$ cat config.mk
export PLATFORM = sky130hd
export DESIGN_NAME = eid_top
export DESIGN_NICKNAME = d
export VERILOG_FILES = /design/src/hw/eid_pkg.sv /design/src/hw/eid_sampler.sv /design/src/hw/eid_top.sv
export SDC_FILE = /design/constraint.sdc
export NUM_CORES = 1
export LEC_CHECK = 0
export BUFFER_PORTS_ARGS = -buffer_cell sky130_fd_sc_hd__buf_4
export CAP_MARGIN = 20
export CORE_ASPECT_RATIO = 1.2
export CORE_UTILIZATION = 45
export DETAILED_ROUTE_END_ITERATION = 8
export HOLD_SLACK_MARGIN = 0.03
export PLACE_DENSITY = 0.74
export SLEW_MARGIN = 20
export SYNTH_ARGS = -nofsm -noshare
export SYNTH_HDL_FRONTEND = slang
export SYNTH_HIERARCHICAL = 1
export SYNTH_SLANG_ARGS = --single-unit
export TNS_END_PERCENT = 20
$ cat constraint.sdc
create_clock -name hclk -period 1.9 [get_ports hclk]
set_input_delay 0.19 -clock hclk [delete_from_list [all_inputs] [get_ports hclk]]
set_output_delay 0.19 -clock hclk [all_outputs]
set_load 0.05 [all_outputs]
$ cat src/hw/eid_pkg.sv
// Constants for the external interrupt detect block
package eid_pkg;

  // ---------------------------------------------------------------
  // Register map (word indices, byte address is four times)
  // ---------------------------------------------------------------
  localparam logic [7:0] EXT_INT_CONTROL_OFS = 8'hC6;
  localparam logic [7:0] REQ_ENABLE_OFS      = 8'hC8;
  localparam logic [7:0] PENDING_OFS         = 8'hCC;
  localparam logic [7:0] ACK_OFS             = 8'hD0;
  localparam logic [7:0] PIN_STATE_OFS       = 8'hD4;
  localparam logic [7:0] TIMER_CONTROL_OFS   = 8'hD8;

  // ---------------------------------------------------------------
  // Field positions
  // ---------------------------------------------------------------
  localparam int CTL_REQ2_TYPE_POS = 0;
  localparam int CTL_REQ3_TYPE_POS = 1;
  localparam int CTL_EDGE_LSB      = 2;
  localparam int CTL_EDGE_MSB      = 6;
  localparam int ENA_GLOBAL_POS    = 7;
  localparam int TCR_REQ0_TYPE_POS = 0;
  localparam int TCR_REQ0_FLAG_POS = 1;
  localparam int TCR_REQ1_TYPE_POS = 2;
  localparam int TCR_REQ1_FLAG_POS = 3;

  // ---------------------------------------------------------------
  // Reset values and counts
  // ---------------------------------------------------------------
  localparam logic [7:0] EXT_INT_CONTROL_RST = 8'h00;
  localparam logic [7:0] REQ_ENABLE_RST      = 8'h00;
  localparam logic [3:0] TIMER_CONTROL_RST   = 4'h0;
  localparam int         NUM_EXT_REQ         = 7;
  localparam int         NUM_VECTORS         = 15;
  localparam int         OSC_PER_MCYCLE      = 12;

endpackage

$ cat src/hw/eid_sampler.sv
// Once-per-machine-cycle pin sampler with previous-sample history
`timescale 1ns/1ps
module eid_sampler #(
  parameter int WIDTH  = 7,
  parameter int PERIOD = 12
) (
  input  wire logic             hclk,
  input  wire logic             hresetn,
  input  wire logic [WIDTH-1:0] pins,
  output logic      [WIDTH-1:0] cur_r,
  output logic      [WIDTH-1:0] prev_r,
  output logic                  tick_r
);

  initial begin
    if (PERIOD < 1 || PERIOD > 255 || WIDTH < 1) begin
      $error("eid_sampler: bad parameter");
    end
  end

  logic [7:0] cnt_r;

  // ---------------------------------------------------------------
  // Machine cycle divider
  // ---------------------------------------------------------------
  always_ff @(posedge hclk or negedge hresetn) begin
    if (!hresetn) begin
      cnt_r  <= 8'h00;
      tick_r <= 1'b0;
    end else if (cnt_r == 8'(PERIOD - 1)) begin
      cnt_r  <= 8'h00;
      tick_r <= 1'b1;
    end else begin
      cnt_r  <= cnt_r + 8'h01;
      tick_r <= 1'b0;
    end
  end

  // ---------------------------------------------------------------
  // Sample history, idle high like a pulled-up request line
  // ---------------------------------------------------------------
  always_ff @(posedge hclk or negedge hresetn) begin
    if (!hresetn) begin
      cur_r  <= '1;
      prev_r <= '1;
    end else if (cnt_r == 8'(PERIOD - 1)) begin
      cur_r  <= pins;
      prev_r <= cur_r;
    end
  end

endmodule

$ cat src/hw/eid_top.sv
// External interrupt detect block with AHB-Lite register access
//
// Implementation choice: the AHB-Lite slave port.
`timescale 1ns/1ps
// What this block does
// RULE1: The device owns the seven external sources of its fifteen vectors.
// RULE2: A software write to any request flag acts just like the hardware setting or clearing it; the flags of requests zero and one ignore writes at type 0.
// RULE3: Requests zero and one detect a low level at type 0 and a falling edge at type 1.
// RULE4: Requests two and three detect a falling edge at type 0 and a rising edge at type 1.
// RULE5: Requests four to six detect rising edges only.
// RULE6: The control register holds reserved bit 7, edge flags six to two, then types three and two.
// RULE7: A configured transition on pins two to six sets the matching edge flag.
// RULE8: Reset clears every implemented control register bit.
// RULE9: Edge flags clear on vectoring, while level requests follow the pin.
// RULE10: Pins are sampled once per machine cycle and edges need one cycle at each level.
// RULE11: A level source holds its request until serviced and drops it before the routine ends.
// RULE12: A request reaches the processor only when its enable and the global enable are set.
module eid_top #(
  parameter int MCYCLE_CLKS = eid_pkg::OSC_PER_MCYCLE
) (
  input  wire logic        hclk,
  input  wire logic        hresetn,
  input  wire logic        hsel,
  input  wire logic [31:0] haddr,
  input  wire logic [1:0]  htrans,
  input  wire logic        hwrite,
  input  wire logic [2:0]  hsize,
  input  wire logic [31:0] hwdata,
  input  wire logic        hready,
  output logic      [31:0] hrdata,
  output logic             hreadyout,
  output logic             hresp,
  input  wire logic        ext_request_zero_n,
  input  wire logic        ext_request_one_n,
  input  wire logic        ext_request_two,
  input  wire logic        ext_request_three,
  input  wire logic        ext_request_four,
  input  wire logic        ext_request_five,
  input  wire logic        ext_request_six,
  input  wire logic        vector_ack,
  input  wire logic [2:0]  vector_id,
  output logic      [6:0]  irq_request
);

  localparam int N = eid_pkg::NUM_EXT_REQ;                        // see RULE1

  initial begin
    if (MCYCLE_CLKS < 1 || MCYCLE_CLKS > 255) begin
      $error("eid_top: MCYCLE_CLKS out of range");
    end
    if (N != 7 || eid_pkg::NUM_VECTORS < N) begin
      $error("eid_top: request count does not fit the ports");
    end
    if (eid_pkg::CTL_EDGE_MSB - eid_pkg::CTL_EDGE_LSB + 1 != N - 2) begin
      $error("eid_top: edge flag field does not fit the requests");
    end
  end

  // ---------------------------------------------------------------
  // Registers
  // ---------------------------------------------------------------
  logic [6:0]  ctl_r;
  logic [3:0]  tcr_r;
  logic [7:0]  ena_r;
  logic        ph_wr_r;
  logic [7:0]  ph_addr_r;
  logic [N-1:0] cur;
  logic [N-1:0] prev;
  logic        tick;
  logic [N-1:0] pin_vec;
  logic [N-1:0] pend;
  logic [N-1:0] det;
  logic [N-1:0] ack_vec;
  logic [N-1:0] vec_1h;
  logic [N-1:0] irq_nxt;
  logic        rd_take;
  logic        wr_ctl;
  logic        wr_tcr;
  logic        wr_ena;
  logic        wr_ack;
  logic [N-1:0] wr_ack_mask;
  logic [7:0]  rd_nxt;

  // ---------------------------------------------------------------
  // Request pins, zero in the lowest bit
  // ---------------------------------------------------------------
  assign pin_vec = {ext_request_six, ext_request_five, ext_request_four,
                    ext_request_three, ext_request_two,
                    ext_request_one_n, ext_request_zero_n};

  // ---------------------------------------------------------------
  // Pin sampling
  // ---------------------------------------------------------------
  eid_sampler #(
    .WIDTH  (N),
    .PERIOD (MCYCLE_CLKS)
  ) u_sampler (
    .hclk    (hclk),
    .hresetn (hresetn),
    .pins    (pin_vec),
    .cur_r   (cur),
    .prev_r  (prev),
    .tick_r  (tick)
  );

  // ---------------------------------------------------------------
  // Edge decode
  // ---------------------------------------------------------------
  function automatic logic fell(input logic p, input logic c);
    return p & ~c;
  endfunction

  function automatic logic rose(input logic p, input logic c);
    return ~p & c;
  endfunction

  // Type 1 picks the rising edge, type 0 the falling one
  function automatic logic edge_sel(input logic ty, input logic p, input logic c);
    return ty ? rose(p, c) : fell(p, c);
  endfunction

  always_comb begin
    det    = '0;
    det[0] = fell(prev[0], cur[0]);                               // see RULE3
    det[1] = fell(prev[1], cur[1]);                               // see RULE3
    det[2] = edge_sel(ctl_r[eid_pkg::CTL_REQ2_TYPE_POS], prev[2], cur[2]); // see RULE4
    det[3] = edge_sel(ctl_r[eid_pkg::CTL_REQ3_TYPE_POS], prev[3], cur[3]); // see RULE4
    for (int i = 4; i < N; i++) begin
      det[i] = rose(prev[i], cur[i]);                             // see RULE5
    end
    det = det & {N{tick}};                                        // see RULE10
  end

  // ---------------------------------------------------------------
  // Bus decode
  // ---------------------------------------------------------------
  always_ff @(posedge hclk or negedge hresetn) begin
    if (!hresetn) begin
      ph_wr_r <= 1'b0;
    end else if (hready) begin
      ph_wr_r <= hsel & htrans[1] & hwrite;
    end
  end

  always_ff @(posedge hclk or negedge hresetn) begin
    if (!hresetn) begin
      ph_addr_r <= 8'h00;
    end else if (hready) begin
      ph_addr_r <= haddr[9:2];
    end
  end

  // Data-phase write aimed at one register word
  function automatic logic wr_hit(input logic wr, input logic [7:0] idx,
                                  input logic [7:0] ofs);
    return wr && (idx == ofs);
  endfunction

  assign wr_ctl = wr_hit(ph_wr_r, ph_addr_r, eid_pkg::EXT_INT_CONTROL_OFS);
  assign wr_tcr = wr_hit(ph_wr_r, ph_addr_r, eid_pkg::TIMER_CONTROL_OFS);
  assign wr_ena = wr_hit(ph_wr_r, ph_addr_r, eid_pkg::REQ_ENABLE_OFS);
  assign wr_ack = wr_hit(ph_wr_r, ph_addr_r, eid_pkg::ACK_OFS);
  assign wr_ack_mask = wr_ack ? hwdata[N-1:0] : '0;

  // ---------------------------------------------------------------
  // Flag clears from vectoring and from the clear register
  // ---------------------------------------------------------------
  always_comb begin
    vec_1h = '0;
    if (vector_ack && (int'(vector_id) < N)) begin
      vec_1h[vector_id] = 1'b1;                                   // see RULE9
    end
  end

  assign ack_vec = vec_1h | wr_ack_mask;                          // see RULE2

  // ---------------------------------------------------------------
  // Edge flags and types
  // ---------------------------------------------------------------
  always_ff @(posedge hclk or negedge hresetn) begin
    if (!hresetn) begin
      ctl_r <= eid_pkg::EXT_INT_CONTROL_RST[6:0];                 // see RULE8
    end else begin
      for (int i = 2; i < N; i++) begin
        if (det[i]) begin
          ctl_r[i] <= 1'b1;                                       // see RULE7
        end else if (wr_ctl) begin
          ctl_r[i] <= hwdata[i];                                  // see RULE2
        end else if (ack_vec[i]) begin
          ctl_r[i] <= 1'b0;                                       // see RULE9
        end
      end
      if (wr_ctl) begin
        ctl_r[1:0] <= hwdata[1:0];                                // see RULE6
      end
    end
  end

  // ---------------------------------------------------------------
  // Requests zero and one: type bit and flag
  // ---------------------------------------------------------------
  always_ff @(posedge hclk or negedge hresetn) begin
    if (!hresetn) begin
      tcr_r <= eid_pkg::TIMER_CONTROL_RST;
    end else begin
      if (wr_tcr) begin
        tcr_r[eid_pkg::TCR_REQ0_TYPE_POS] <= hwdata[eid_pkg::TCR_REQ0_TYPE_POS];
        tcr_r[eid_pkg::TCR_REQ1_TYPE_POS] <= hwdata[eid_pkg::TCR_REQ1_TYPE_POS];
      end
      for (int k = 0; k < 2; k++) begin
        if (!tcr_r[2*k]) begin
          tcr_r[2*k+1] <= ~cur[k];                                // see RULE3
        end else if (det[k]) begin
          tcr_r[2*k+1] <= 1'b1;
        end else if (wr_tcr) begin
          tcr_r[2*k+1] <= hwdata[2*k+1];                          // see RULE2
        end else if (ack_vec[k]) begin
          tcr_r[2*k+1] <= 1'b0;                                   // see RULE9
        end
      end
    end
  end

  // ---------------------------------------------------------------
  // Enables
  // ---------------------------------------------------------------
  always_ff @(posedge hclk or negedge hresetn) begin
    if (!hresetn) begin
      ena_r <= eid_pkg::REQ_ENABLE_RST;
    end else if (wr_ena) begin
      ena_r <= hwdata[7:0];
    end
  end

  // ---------------------------------------------------------------
  // Pending flags and masked requests
  // ---------------------------------------------------------------
  assign pend = {ctl_r[6:2],
                 tcr_r[eid_pkg::TCR_REQ1_FLAG_POS],
                 tcr_r[eid_pkg::TCR_REQ0_FLAG_POS]};

  assign irq_nxt = pend & ena_r[N-1:0]
                 & {N{ena_r[eid_pkg::ENA_GLOBAL_POS]}};           // see RULE12

  always_ff @(posedge hclk or negedge hresetn) begin
    if (!hresetn) begin
      irq_request <= '0;
    end else begin
      irq_request <= irq_nxt;
    end
  end

  // ---------------------------------------------------------------
  // Read data, registered at the address phase
  // ---------------------------------------------------------------
  always_comb begin
    unique case (haddr[9:2])
      eid_pkg::EXT_INT_CONTROL_OFS: rd_nxt = {1'b0, ctl_r};       // see RULE6
      eid_pkg::REQ_ENABLE_OFS:      rd_nxt = ena_r;
      eid_pkg::PENDING_OFS:         rd_nxt = {1'b0, pend};
      eid_pkg::PIN_STATE_OFS:       rd_nxt = {1'b0, cur};
      eid_pkg::TIMER_CONTROL_OFS:   rd_nxt = {4'h0, tcr_r};
      // Unmapped words read as zero
      default:                      rd_nxt = 8'h00;
    endcase
  end

  assign rd_take = hready && hsel && htrans[1] && !hwrite;

  always_ff @(posedge hclk or negedge hresetn) begin
    if (!hresetn) begin
      hrdata <= 32'h0000_0000;
    end else if (rd_take) begin
      hrdata <= {24'h00_0000, rd_nxt};
    end
  end

  // ---------------------------------------------------------------
  // Bus response: no wait states, always OKAY
  // ---------------------------------------------------------------
  always_ff @(posedge hclk or negedge hresetn) begin
    if (!hresetn) begin
      hreadyout <= 1'b0;
    end else begin
      hreadyout <= 1'b1;
    end
  end

  always_ff @(posedge hclk or negedge hresetn) begin
    if (!hresetn) begin
      hresp <= 1'b0;
    end else begin
      hresp <= 1'b0;
    end
  end

endmodule

## Yosys cells after proc, flatten, opt, wreduce, memory -nomap -nowiden

Cells that the tools add are included.
W data, S select, Z words.

- Register bits after elaboration: 67
- Output and inout bits: 41

- Add/sub/neg operators: 1
- $lt $le $gt $ge: 3
- Equal/unequal tests: 12
- Multiplexer cells: 32
- Bitwise operators: 24
- Reductions and logical operators: 15

Operators with widths:

| operator | number |
|---|---|
| $eq A8 B8 Y1 const B | 9 |
| $pmux W8 S5 | 1 |
| $mux W1 | 27 |
| $and A7 B7 Y7 | 3 |
| $reduce_bool A3 Y1 | 5 |
| $mux W7 | 2 |
| $and A1 B1 Y1 | 11 |
| $logic_and A1 B1 Y1 | 9 |
| $not A1 Y1 | 9 |
| $add A8 B1 Y8 const B | 1 |
| $eq A8 B4 Y1 const B | 1 |
| $mux W8 | 1 |
| $ne A4 B1 Y1 const B | 2 |
| $or A7 B7 Y7 | 1 |
| $lt A3 B4 Y1 const B | 1 |
| $demux W1 S3 | 1 |
| $ge A3 B1 Y1 const B | 1 |
| $lt A3 B3 Y1 const B | 1 |
| $logic_not A1 Y1 | 1 |

## Longest topological paths before layout

Gate-level depths: netlist of the first run.

- Depth after elaboration: 10
- Mapped depth: 6

## Hierarchy

The synthesis of the first run kept the hierarchy.

Modules (own cells, without submodules):

| module | instances | cells each | area each (um^2) | sequential area each (um^2) |
|---|---|---|---|---|
| eid_top | 1 | 229 | 2403.6 | 1101.1 |
| eid_sampler | 1 | 63 | 958.4 | 593.1 |

## Least setup slack after synthesis of the first run

No wires, ideal clock.

- Path kind: register to register
- Start point: reg u_sampler.cnt_r[4]
- End point: reg u_sampler.cur_r[4]
- Library setup time: 82 ps
- Arrival time: 1745 ps
- Path slack: 72 ps
- Stages on the path, launching flop included: 5
- Path buffers: 1
- Period minus slack after synthesis: 1828 ps
- Path through: dfrtp_1 or4_4 nor3_4 buf_8 mux2_4

- Cells in the longest elaborated chain, start to end: 1

RTL lines:

| element | RTL line | source |
|---|---|---|
| start: declaration | eid_sampler.sv:21 | `logic [7:0] cnt_r;` |
| start signal: assignment | eid_sampler.sv:34 | `cnt_r <= cnt_r + 8'h01;` |
| $eq A8 B4 Y1 | eid_sampler.sv:46 | `end else if (cnt_r == 8'(PERIOD - 1)) begin` |
| end signal: assignment | eid_sampler.sv:47 | `cur_r <= pins;` |
| end: declaration | eid_sampler.sv:10 | `output logic [WIDTH-1:0] cur_r,` |

Every way passes these cells.
A chain may end at the register's enable or synchronous reset.

## Worst setup path in the final report of the first run

- Start point: reg ph_addr_r[1]
- End point: reg ena_r[3]

- Cells in the longest elaborated chain, start to end: 2

RTL lines:

| element | RTL line | source |
|---|---|---|
| start: declaration | eid_top.sv:66 | `logic [7:0] ph_addr_r;` |
| start signal: assignment | eid_top.sv:149 | `ph_addr_r <= haddr[9:2];` |
| $eq A8 B8 Y1 | eid_top.sv:156 | `return wr && (idx == ofs);` |
| $logic_and A1 B1 Y1 | eid_top.sv:156 |  |
| end signal: assignment | eid_top.sv:229 | `ena_r <= eid_pkg::REQ_ENABLE_RST;` |
| end signal: assignment | eid_top.sv:231 | `ena_r <= hwdata[7:0];` |
| end: declaration | eid_top.sv:64 | `logic [7:0] ena_r;` |

Every way passes these cells.

==> impl_metrics.toml, run 1 <==
[pwr]
comb_power_share_pct = 13.3
reported_leakage_power_nw = 1.85
powerDensity_mw_per_mm2 = 762
switchingPower_w = 0.000862
p_int_w = 0.00217
clockPowerShare_pct = 34.6
seq_power_share_pct = 52.1
sw_frac_of_total_pct = 28.4
power.ir.vdd_worst_mv = 0.445

[setup_path]
critical_path.n_buffers_inverters = 1
timing.reg2reg.worst_path_depth = 4
worst-setup-path-type = "flip-flop to flip-flop"
r2r-end = "ena_r[3]$_DFFE_PN0P_"
crit_end_category = "flip-flop"
r2r_start = "ph_addr_r[1]$_DFFE_PN0P_"
critical_path.startpoint_type = "flip-flop"
crit_slowest_cell = "or4b_4"
setup.worst_path.end = "ena_r[3]$_DFFE_PN0P_"
worst-r2r-setup-slack_ps = 130
critical_path_depth = 4
max_stage_delay_ps = 590
crit_path_cell_trace = "or4b_4 > nor3_4 > buf_12 > mux2_2"
timing.critical_path.arrival_ps = 2000
worst_ep_required_time_ps = 2130
crit_startpoint = "ph_addr_r[1]$_DFFE_PN0P_"
timing.critical_path.fanout_max = 8
cpLargestDelayFamily = "simple AND/OR/NAND/NOR gates"

[timing]
worst_slew_margin_rel_pct = 45.5
timing_worst_slew_pin_value_ps = 818
finalSetupTns_ps = 0
period_share_pct = 93.3
number_of_hold_violations_in_the_final_report = 0
post-route-worst-setup-slack_ps = 127
fmaxAchievable_ghz = 0.564
rsz0062_at_grt = "no"
clock-skew-final_ps = 10.2
maxSlewViolCount = 0
report.final.setup_viol = 0
post-route-min-period_ps = 1770

[yosys]
ys_async_sr_fraction_pct = 100
synth.cell_area_mm2 = 0.00336
yosys-top-cells-area = "dfrtp_1 (39%), dfstp_2 (11%), mux2_2 (9.0%)"
portion_of_synthesized_cell_area_occupied_by_the_leading_cell_type_pct = 39.4
synth-main-ff-cell = "dfrtp_1"
synth_sequential_area_ratio_pct = 50.4
synth_largest_area_cell = "dfrtp_1"
synth_enable_flop_cells = 0
netlist_top_cells_count = "dfrtp_1 (53), nand2_1 (28), mux2_2 (27), buf_4 (25), o21ai_0 (20)"
synthesis_stage_register_bit_count = 67
synthesis.area_per_instance_um2 = 11.5
synth.distinct_cells = 56
syn_inst = 292
synthMostInstantiatedCell = "dfrtp_1"
yosys_warnings = 6

[global_routing]
grt_first_pass_wirelength_mm = 11.0
grt_antenna_before_repair = 0
grt.overflow.total = 0
first_global_vias = 2302
globalRouteTotalUtil_pct = 19.1
maximum_number_of_pins_on_one_net_before_global_route_repair = 68

[cells_and_area]
regArea_mm2 = 0.00169
share_of_final_layout_standard_cells_stronger_than_drive_strength_1_pct = 35.8
layout.cell_area.non_filler_mm2 = 0.00398
fillCellCount = 647
antenna_cells = 0
layout.nets = 439
finalCoreUtilization_pct = 55.0
multi_input_comb_area_mm2 = 0.00152
area_delta_synth_final_pct = 18.3

[clock_network]
worst_skew_pair.late_latency_ps = 340
clock_tree_buffer_depth = 2
numClockSinks = 67
cts_resized = 0
cts_made_buffers = 9
cts_hold_buf = 1
tritoncts = "done"
clock_tree.root_cell = "clkbuf_8"
clk_pin_slew_ps = 80
cts_htree_levels = 3
postCtsSetupBuffers = 0

[floorplanning]
design.die.area_mm2 = 0.00782
floorplan.initialDensity_pct = 46.5
fp.coreArea_mm2 = 0.00723
count_of_standard_cell_rows = 34
die-width_um = 80.9
chipHeight_um = 96.7
io_pins = 126

[place]
place_congestion = 0.826
post_dp_cell_area_mm2 = 0.00379
place.port_buffers = 48
preCtsSetupSlack_ps = 124
hpwl_mm = 5.00

[hold_path]
worst_hold_path_type = "primary input to flip-flop"
hold_start = "hwdata[4]"

[route]
routed_wire_length_per_instance_um = 15.0
post_drt_via_cell_ratio = 5.30
postRouteWirelength_mm = 6.71
detailroute.via_count = 2375
detail_route.iter0.violations = 138
ant_nets = 0
drc_errors = 0
drt_first_pass_iters = 6

[outcome]
status = "finished, final reports clean"

[run]
maxCapViolations = 0
## cell usage in the layout (no fill, tap or decap), types with 3 or more instances in the layout
master,n
o31ai_1,3
mux2_4,6
a211oi_1,4
nand2b_1,3
nand3b_1,3
dfrtp_1,53
conb_1,26
mux2_2,27
nor2b_1,4
a22oi_1,5
a221o_1,4
a22o_1,3
clkbuf_8,10
buf_4,55
o21ai_0,20
nor2_1,11
clkinvlp_4,3
dfstp_2,14
xor2_1,4
and3_1,8
nand3_1,11
nand2_1,28
xnor2_1,3
a211o_1,3
## how the worst min path moves through the flow
stage / to / slack (ps) / cells past startpoint
final: ctl_r[4]$_DFFE_PN0P_ / 70 / 2
after global routing: u_sampler/cur_r[5]$_DFFE_PN1N_ / 60 / 2
after CTS: ctl_r[4]$_DFFE_PN0P_ / 50 / 2
after detailed placement: ph_wr_r$_DFFE_PN0P_ / 340 / 1
after global placement: ph_wr_r$_DFFE_PN0P_ / 330 / 1
after floorplan: ctl_r[0]$_DFFE_PN0P_ / -110 / 0
## metrics by stage
stage | total power [W] | instances | hold slack (ps)
final | 0.00303 | 448 | 70.6
after global routing | 0.00318 | 448 | 56.9
after CTS | 0.00307 | 448 | 47.4
after detailed placement | 0.00201 | 431 | 343
after global placement | 0.00199 | 431 | 332
after floorplan | 0.00189 | 316 | -106
## cell type report
cell class	count	area share, %
Timing Repair Buffer	58	11.6
Clock inverter	6	1.04
Inverter	2	0.189
Clock buffer	10	3.46
Tap cell	90	2.83
Sequential cell	67	42.6
Multi-Input combinational cell	215	38.3
## state kept, by name (all words and copies together) (netlist names)
name              flops
ctl_r                 7
u_sampler/cur_r       7
u_sampler/prev_r      7
ph_wr_r               1
hrdata                8
ph_addr_r             8
ena_r                 8
u_sampler/tick_r      1
hreadyout             1
tcr_r                 4
irq_request           7
u_sampler/cnt_r       8
## worst register-to-register path: cells and delay by family (launching register included)
| kind | cells | cell delay [ps] |
|---|---|---|
| AND/OR/NAND/NOR | 2 | 760 |
| flip-flops | 1 | 420 |
| multiplexers | 1 | 330 |
| buffers and inverters | 1 | 150 |
## cells by family (layout without fill, tap and decap cells)
family / count (synthesis) / in the layout / share of synthesized area (%)
muxes: 35 / 35 / 12.3
and+or+nand+nor: 93 / 93 / 16.9
other: 2 / 26 / 0.223
xor gates and xnor gates: 7 / 7 / 1.82
DFF: 67 / 67 / 50.4
buffers and inverters: 34 / 76 / 7.00
AOI/OAI and AO/OA: 53 / 53 / 11.0
adders and majority gates: 1 / 1 / 0.372
## power by group through the flow
stage | registers, W | clock network [W] | logic (W)
4_1_cts | 0.00158 | 0.00108 | 0.000405
5_1_grt | 0.00159 | 0.00115 | 0.000435
3_3_place_gp | 0.00160 | 0 | 0.000394
6_report | 0.00158 | 0.00105 | 0.000402
3_5_place_dp | 0.00160 | 0 | 0.000402
2_1_floorplan | 0.00159 | 0 | 0.000302
## metal layers
metal | up-vias | global-route usage, % | wire [um]
met5 | - | 0 | 0
met4 | 0 | 10.9 | 132
met3 | 11 | 3.87 | 297
met2 | 66 | 31.0 | 3470
met1 | 1160 | 23.0 | 2810
li1 | 1138 | - | -
Note: power is estimated with default switching activity, not from simulation.
==> run 2: changes to the inputs <==
--- a/config.mk
+++ b/config.mk
@@ -12,6 +12,7 @@
 export DETAILED_ROUTE_END_ITERATION = 8
 export HOLD_SLACK_MARGIN = 0.03
 export PLACE_DENSITY = 0.74
+export SKIP_CTS_REPAIR_TIMING = 1
 export SLEW_MARGIN = 20
 export SYNTH_ARGS = -nofsm -noshare
 export SYNTH_HDL_FRONTEND = slang
==> constraint.sdc (replaced) <==
create_clock -name hclk -period 1.46 [get_ports hclk]
set_input_delay 0.146 -clock hclk [delete_from_list [all_inputs] [get_ports hclk]]
set_output_delay 0.146 -clock hclk [all_outputs]
set_load 0.05 [all_outputs]
==> run 2 against run 1 <==
Hold slack got worse by 25 ps. Critical endpoint is now ctl_r[4]$_DFFE_PN0P_. Clock skew fell by 0.61 ps. Critical path depth rose by 1. Design area rose by 11%. Highest routed layer unchanged. Sequential power rose by 30%. The run now ends with negative setup slack left. Clock power rose by 75%. Register-to-register slack got worse by 400 ps.
==> impl_metrics.toml, run 2 (same netlist as run 1, synthesis figures left out) <==
[setup_path]
worst-setup-path-type = "flip-flop to flip-flop"
worst_ep_required_time_ps = 1690
r2r_start = "ph_addr_r[2]$_DFFE_PN0P_"
timing.critical_path.fanout_max = 5
timing.reg2reg.worst_path_depth = 5
worst-r2r-setup-slack_ps = -280
timing.critical_path.arrival_ps = 1970
r2r-end = "ctl_r[4]$_DFFE_PN0P_"
crit_startpoint = "ph_addr_r[2]$_DFFE_PN0P_"
crit_slowest_cell = "or3b_4"
crit_end_category = "flip-flop"
max_stage_delay_ps = 420
crit_path_cell_trace = "or3b_4 > nor4_4 > buf_4 > a211oi_1 > a211o_1"
cpLargestDelayFamily = "simple AND/OR/NAND/NOR gates"
critical_path.n_buffers_inverters = 1
critical_path.startpoint_type = "flip-flop"

[timing]
number_of_hold_violations_in_the_final_report = 0
clock-skew-final_ps = 9.59
finalSetupTns_ps = -7360
fmaxAchievable_ghz = 0.576
post-route-min-period_ps = 1740
period_share_pct = 119
maxSlewViolCount = 0
report.final.setup_viol = 37
post-route-worst-setup-slack_ps = -277
hold_slack_ps = 45.3
rsz0062_at_grt = "yes"

[run]
maxCapViolations = 0

[route]
routed_wire_length_per_instance_um = 15.0
drt_first_pass_iters = 5
detailroute.via_count = 2507
postRouteWirelength_mm = 7.25
detail_route.iter0.violations = 103
drc_errors = 0
post_drt_via_cell_ratio = 5.19
ant_nets = 0

[global_routing]
gr_util_met3_pct = 5.85
grt_first_pass_wirelength_mm = 11.7
global_route.usage.met1_pct = 26.0
use_met2_pct = 31.4
busiest_layer = "met2"
grt.overflow.total = 0
first_global_vias = 2453
globalRouteTotalUtil_pct = 20.1
maximum_number_of_pins_on_one_net_before_global_route_repair = 33
grt_antenna_before_repair = 0

[pwr]
reported_leakage_power_nw = 2.08
power.ir.vdd_worst_mv = 0.752
powerDensity_mw_per_mm2 = 1020

[cells_and_area]
finalCoreUtilization_pct = 60.8
antenna_cells = 0
regArea_mm2 = 0.00169
fillCellCount = 600
layout.nets = 474
mostFrequentLayoutCells = "buf_4 (80), dfrtp_1 (53), nand2_1 (28), conb_1 (26), o21ai_0 (20)"
multi_input_comb_area_mm2 = 0.00158
area_delta_synth_final_pct = 30.8
share_of_final_layout_standard_cells_stronger_than_drive_strength_1_pct = 40.2
final_common_cell = "buf_4"

[outcome]
status = "finished, violations left"
failing_checks = "negative setup slack"

[floorplanning]
design.die.area_mm2 = 0.00782
die-width_um = 80.9
floorplan.initialDensity_pct = 46.5
io_pins = 126
count_of_standard_cell_rows = 34
fp.coreArea_mm2 = 0.00723
chipHeight_um = 96.7

[hold_path]
hold_depth = 2
worst_hold_path_type = "primary input to flip-flop"
worstHoldEndpoint = "ena_r[7]$_DFFE_PN0P_"
hold_start = "hwdata[7]"

[clock_network]
clock_tree_buffer_depth = 2
cts_htree_levels = 3
clock_tree.root_cell = "clkbuf_8"
clk_pin_slew_ps = 70
worst_skew_pair.late_latency_ps = 340
cts_made_buffers = 9
tritoncts = "done"
numClockSinks = 67

[place]
preCtsSetupSlack_ps = -268
place.port_buffers = 48
place_congestion = 0.891
hpwl_mm = 5.39
## run 2: worst max-delay path by stage
| stage | endpoint | depth (start not counted) | slack [ps] |
|---|---|---|---|
| 2_1_floorplan | u_sampler/cur_r[4]$_DFFE_PN1N_ | 4 | -370 |
| 3_3_place_gp | ena_r[7]$_DFFE_PN0P_ | 4 | -240 |
| 3_5_place_dp | ena_r[6]$_DFFE_PN0P_ | 4 | -270 |
| 4_1_cts | ena_r[6]$_DFFE_PN0P_ | 4 | -270 |
| 5_1_grt | u_sampler/prev_r[6]$_DFFE_PN1N_ | 4 | -320 |
| 6_report | ctl_r[4]$_DFFE_PN0P_ | 5 | -280 |
## run 2: layer usage
metal	part of all wire, %	up-vias
met5	0	-
met4	1.9	0
met3	5.9	14
met2	49	76
met1	43	1207
li1	-	1210
## run 2: layout make-up
type | instances | share of cell area, %
Clock buffer | 13 | 4.07
Inverter | 2 | 0.171
Timing Repair Buffer | 93 | 17.3
Multi-Input combinational cell | 215 | 35.8
Clock inverter | 3 | 1.54
Sequential cell | 67 | 38.5
Tap cell | 90 | 2.56
## run 2: where the power goes
part / internal [W] / switching, W / total [W] / leakage [nW]
registers: 0.00196 / 0.0000896 / 0.00205 / 0.840
logic: 0.000249 / 0.000341 / 0.000590 / 1.11
clock network: 0.00115 / 0.000694 / 0.00184 / 0.122
## run 2: worst reg2reg max path, stage by stage (launching register included)
cell      delay (ps)
dfrtp_1          410
or3b_4           420
nor4_4           270
buf_4            190
a211oi_1          80
a211o_1          260
## run 2: stage by stage
step	instances	power, W	area (um^2)
global placement	454	0.00263	3980
finish	483	0.00449	4400
global route	483	0.00466	4400
detailed placement	454	0.00264	3980
floorplan	316	0.00246	3450
CTS	470	0.00449	4220
==> run 3: changes to the inputs <==
--- a/config.mk
+++ b/config.mk
@@ -12,6 +12,7 @@
 export DETAILED_ROUTE_END_ITERATION = 8
 export HOLD_SLACK_MARGIN = 0.03
 export PLACE_DENSITY = 0.74
+export RECOVER_POWER = 25
 export SKIP_CTS_REPAIR_TIMING = 1
 export SLEW_MARGIN = 20
 export SYNTH_ARGS = -nofsm -noshare
==> constraint.sdc (replaced) <==
create_clock -name hclk -period 1.46 [get_ports hclk]
set_input_delay 0.146 -clock hclk [delete_from_list [all_inputs] [get_ports hclk]]
set_output_delay 0.146 -clock hclk [all_outputs]
set_load 0.005 [all_outputs]
==> run 3 against run 2 <==
The run still ends with negative setup slack left. Via count barely moved. Design area about the same. Non-clock buffer count unchanged. Hold slack unchanged. Die area unchanged. Critical path depth unchanged. Largest cell class unchanged. Largest power group unchanged.
==> impl_metrics.toml, run 3 (same netlist as run 1, synthesis figures left out) <==
[cells_and_area]
fin_cells = 483
finalCoreUtilization_pct = 60.8
multi_input_comb_area_mm2 = 0.00158
regArea_mm2 = 0.00169
share_of_final_layout_standard_cells_stronger_than_drive_strength_1_pct = 40.2
mostFrequentLayoutCells = "buf_4 (79), dfrtp_1 (53), nand2_1 (28), conb_1 (26), o21ai_0 (20)"
antenna_cells = 0
area_delta_synth_final_pct = 30.7
final_common_cell = "buf_4"
fillCellCount = 601
layout.nets = 474

[setup_path]
worst_ep_required_time_ps = 1690
worst-setup-path-type = "flip-flop to flip-flop"
r2r_start = "ph_addr_r[2]$_DFFE_PN0P_"
cpLargestDelayFamily = "simple AND/OR/NAND/NOR gates"
max_stage_delay_ps = 420
timing.critical_path.arrival_ps = 1970
timing.reg2reg.worst_path_depth = 5
r2r-end = "ctl_r[4]$_DFFE_PN0P_"
timing.critical_path.fanout_max = 5
crit_slowest_cell = "or3b_4"
crit_end_category = "flip-flop"
critical_path.n_buffers_inverters = 1
worst-r2r-setup-slack_ps = -280
crit_path_cell_trace = "or3b_4 > nor4_4 > buf_4 > a211oi_1 > a211o_1"
critical_path.startpoint_type = "flip-flop"

[clock_network]
tritoncts = "done"
clk_pin_slew_ps = 70
cts_htree_levels = 3
clock_tree.root_cell = "clkbuf_8"
clock_tree_buffer_depth = 2
cts_made_buffers = 9
worst_skew_pair.late_latency_ps = 340
numClockSinks = 67

[timing]
worst_slew_margin_rel_pct = 52.7
timing_worst_slew_pin_value_ps = 709
period_share_pct = 119
report.final.setup_viol = 37
hold_slack_ps = 45.3
number_of_hold_violations_in_the_final_report = 0
post-route-worst-setup-slack_ps = -277
rsz0062_at_grt = "yes"
maxSlewViolCount = 0
fmaxAchievable_ghz = 0.576
clock-skew-final_ps = 9.59
post-route-min-period_ps = 1740

[outcome]
failing_checks = "negative setup slack"
status = "finished, violations left"

[floorplanning]
die-width_um = 80.9
io_pins = 126
count_of_standard_cell_rows = 34
chipHeight_um = 96.7
fp.coreArea_mm2 = 0.00723
floorplan.initialDensity_pct = 46.5
design.die.area_mm2 = 0.00782

[place]
place_congestion = 0.891
hpwl_mm = 5.39
dp.cells = 454
preCtsSetupSlack_ps = -268
place.port_buffers = 48

[run]
maxCapViolations = 0

[global_routing]
first_global_vias = 2453
grt.overflow.total = 0
maximum_number_of_pins_on_one_net_before_global_route_repair = 33
grt_antenna_before_repair = 0
globalRouteTotalUtil_pct = 20.1
grt_first_pass_wirelength_mm = 11.7

[hold_path]
hold_start = "hwdata[7]"
hold_depth = 2
worst_hold_path_type = "primary input to flip-flop"
worstHoldEndpoint = "ena_r[7]$_DFFE_PN0P_"

[pwr]
power.ir.vdd_worst_mv = 0.751
powerDensity_mw_per_mm2 = 990
reported_leakage_power_nw = 2.08

[route]
detailroute.via_count = 2505
detail_route.iter0.violations = 103
postRouteWirelength_mm = 7.25
post_drt_via_cell_ratio = 5.19
ant_nets = 0
drt_first_pass_iters = 5
drc_errors = 0
routed_wire_length_per_instance_um = 15.0
==> run 3: changes by cell type in the layout (fill, tap and decap cells not counted), sizes merged <==
cell	delta
buf	-1
clkbuf	+1
==> run 3: how the worst max path moves through the flow <==
stage / from / to / slack [ps] / depth (start not counted)
after floorplan: u_sampler/cnt_r[4]$_DFF_PN0_ / u_sampler/cur_r[4]$_DFFE_PN1N_ / -370 / 4
after global placement: ph_addr_r[1]$_DFFE_PN0P_ / ena_r[7]$_DFFE_PN0P_ / -240 / 4
after detailed placement: ph_addr_r[1]$_DFFE_PN0P_ / ena_r[6]$_DFFE_PN0P_ / -270 / 4
after CTS: ph_addr_r[1]$_DFFE_PN0P_ / ena_r[6]$_DFFE_PN0P_ / -270 / 4
after global routing: u_sampler/cnt_r[4]$_DFF_PN0_ / u_sampler/prev_r[6]$_DFFE_PN1N_ / -320 / 4
final: ph_addr_r[2]$_DFFE_PN0P_ / ctl_r[4]$_DFFE_PN0P_ / -280 / 5
==> run 3: where the power goes <==
group          internal, W  total, W  leakage, nW  switching, W
registers          0.00196   0.00205        0.840     0.0000896
clock network      0.00115   0.00184        0.122      0.000694
logic             0.000248  0.000456         1.11      0.000209
==> run 3: cell type report <==
type                            instances  area share [%]
Sequential cell                        67            38.5
Multi-Input combinational cell        215            35.9
Timing Repair Buffer                   93            17.3
Clock buffer                           13            4.07
Tap cell                               90            2.56
Clock inverter                          3            1.54
Inverter                                2           0.171
==> run 3: worst register-to-register path: stages (launching register included) <==
cell and delay [ps]:
dfrtp_1 410, or3b_4 420, nor4_4 270, buf_4 190
a211oi_1 80, a211o_1 260
==> run 3: per-stage QoR <==
stage                     cell area [um^2]  TNS, ps  power (W)
after global routing                  4400    -9710    0.00453
after global placement                3980    -6420    0.00249
final                                 4400    -7360    0.00435
after detailed placement              3980    -7250    0.00251
after floorplan                       3450    -7740    0.00232
after CTS                             4220    -7640    0.00435
==> run 3: per-layer routing <==
metal  part of all wire (%)  wire length, um  up-vias  GRT usage [%]
met5                      0                0        -              0
met4                    1.9              141        0           7.83
met3                    5.9              425       14           5.85
met2                     49             3580       76           31.4
met1                     43             3110     1205           26.0
li1                       -                -     1210              -
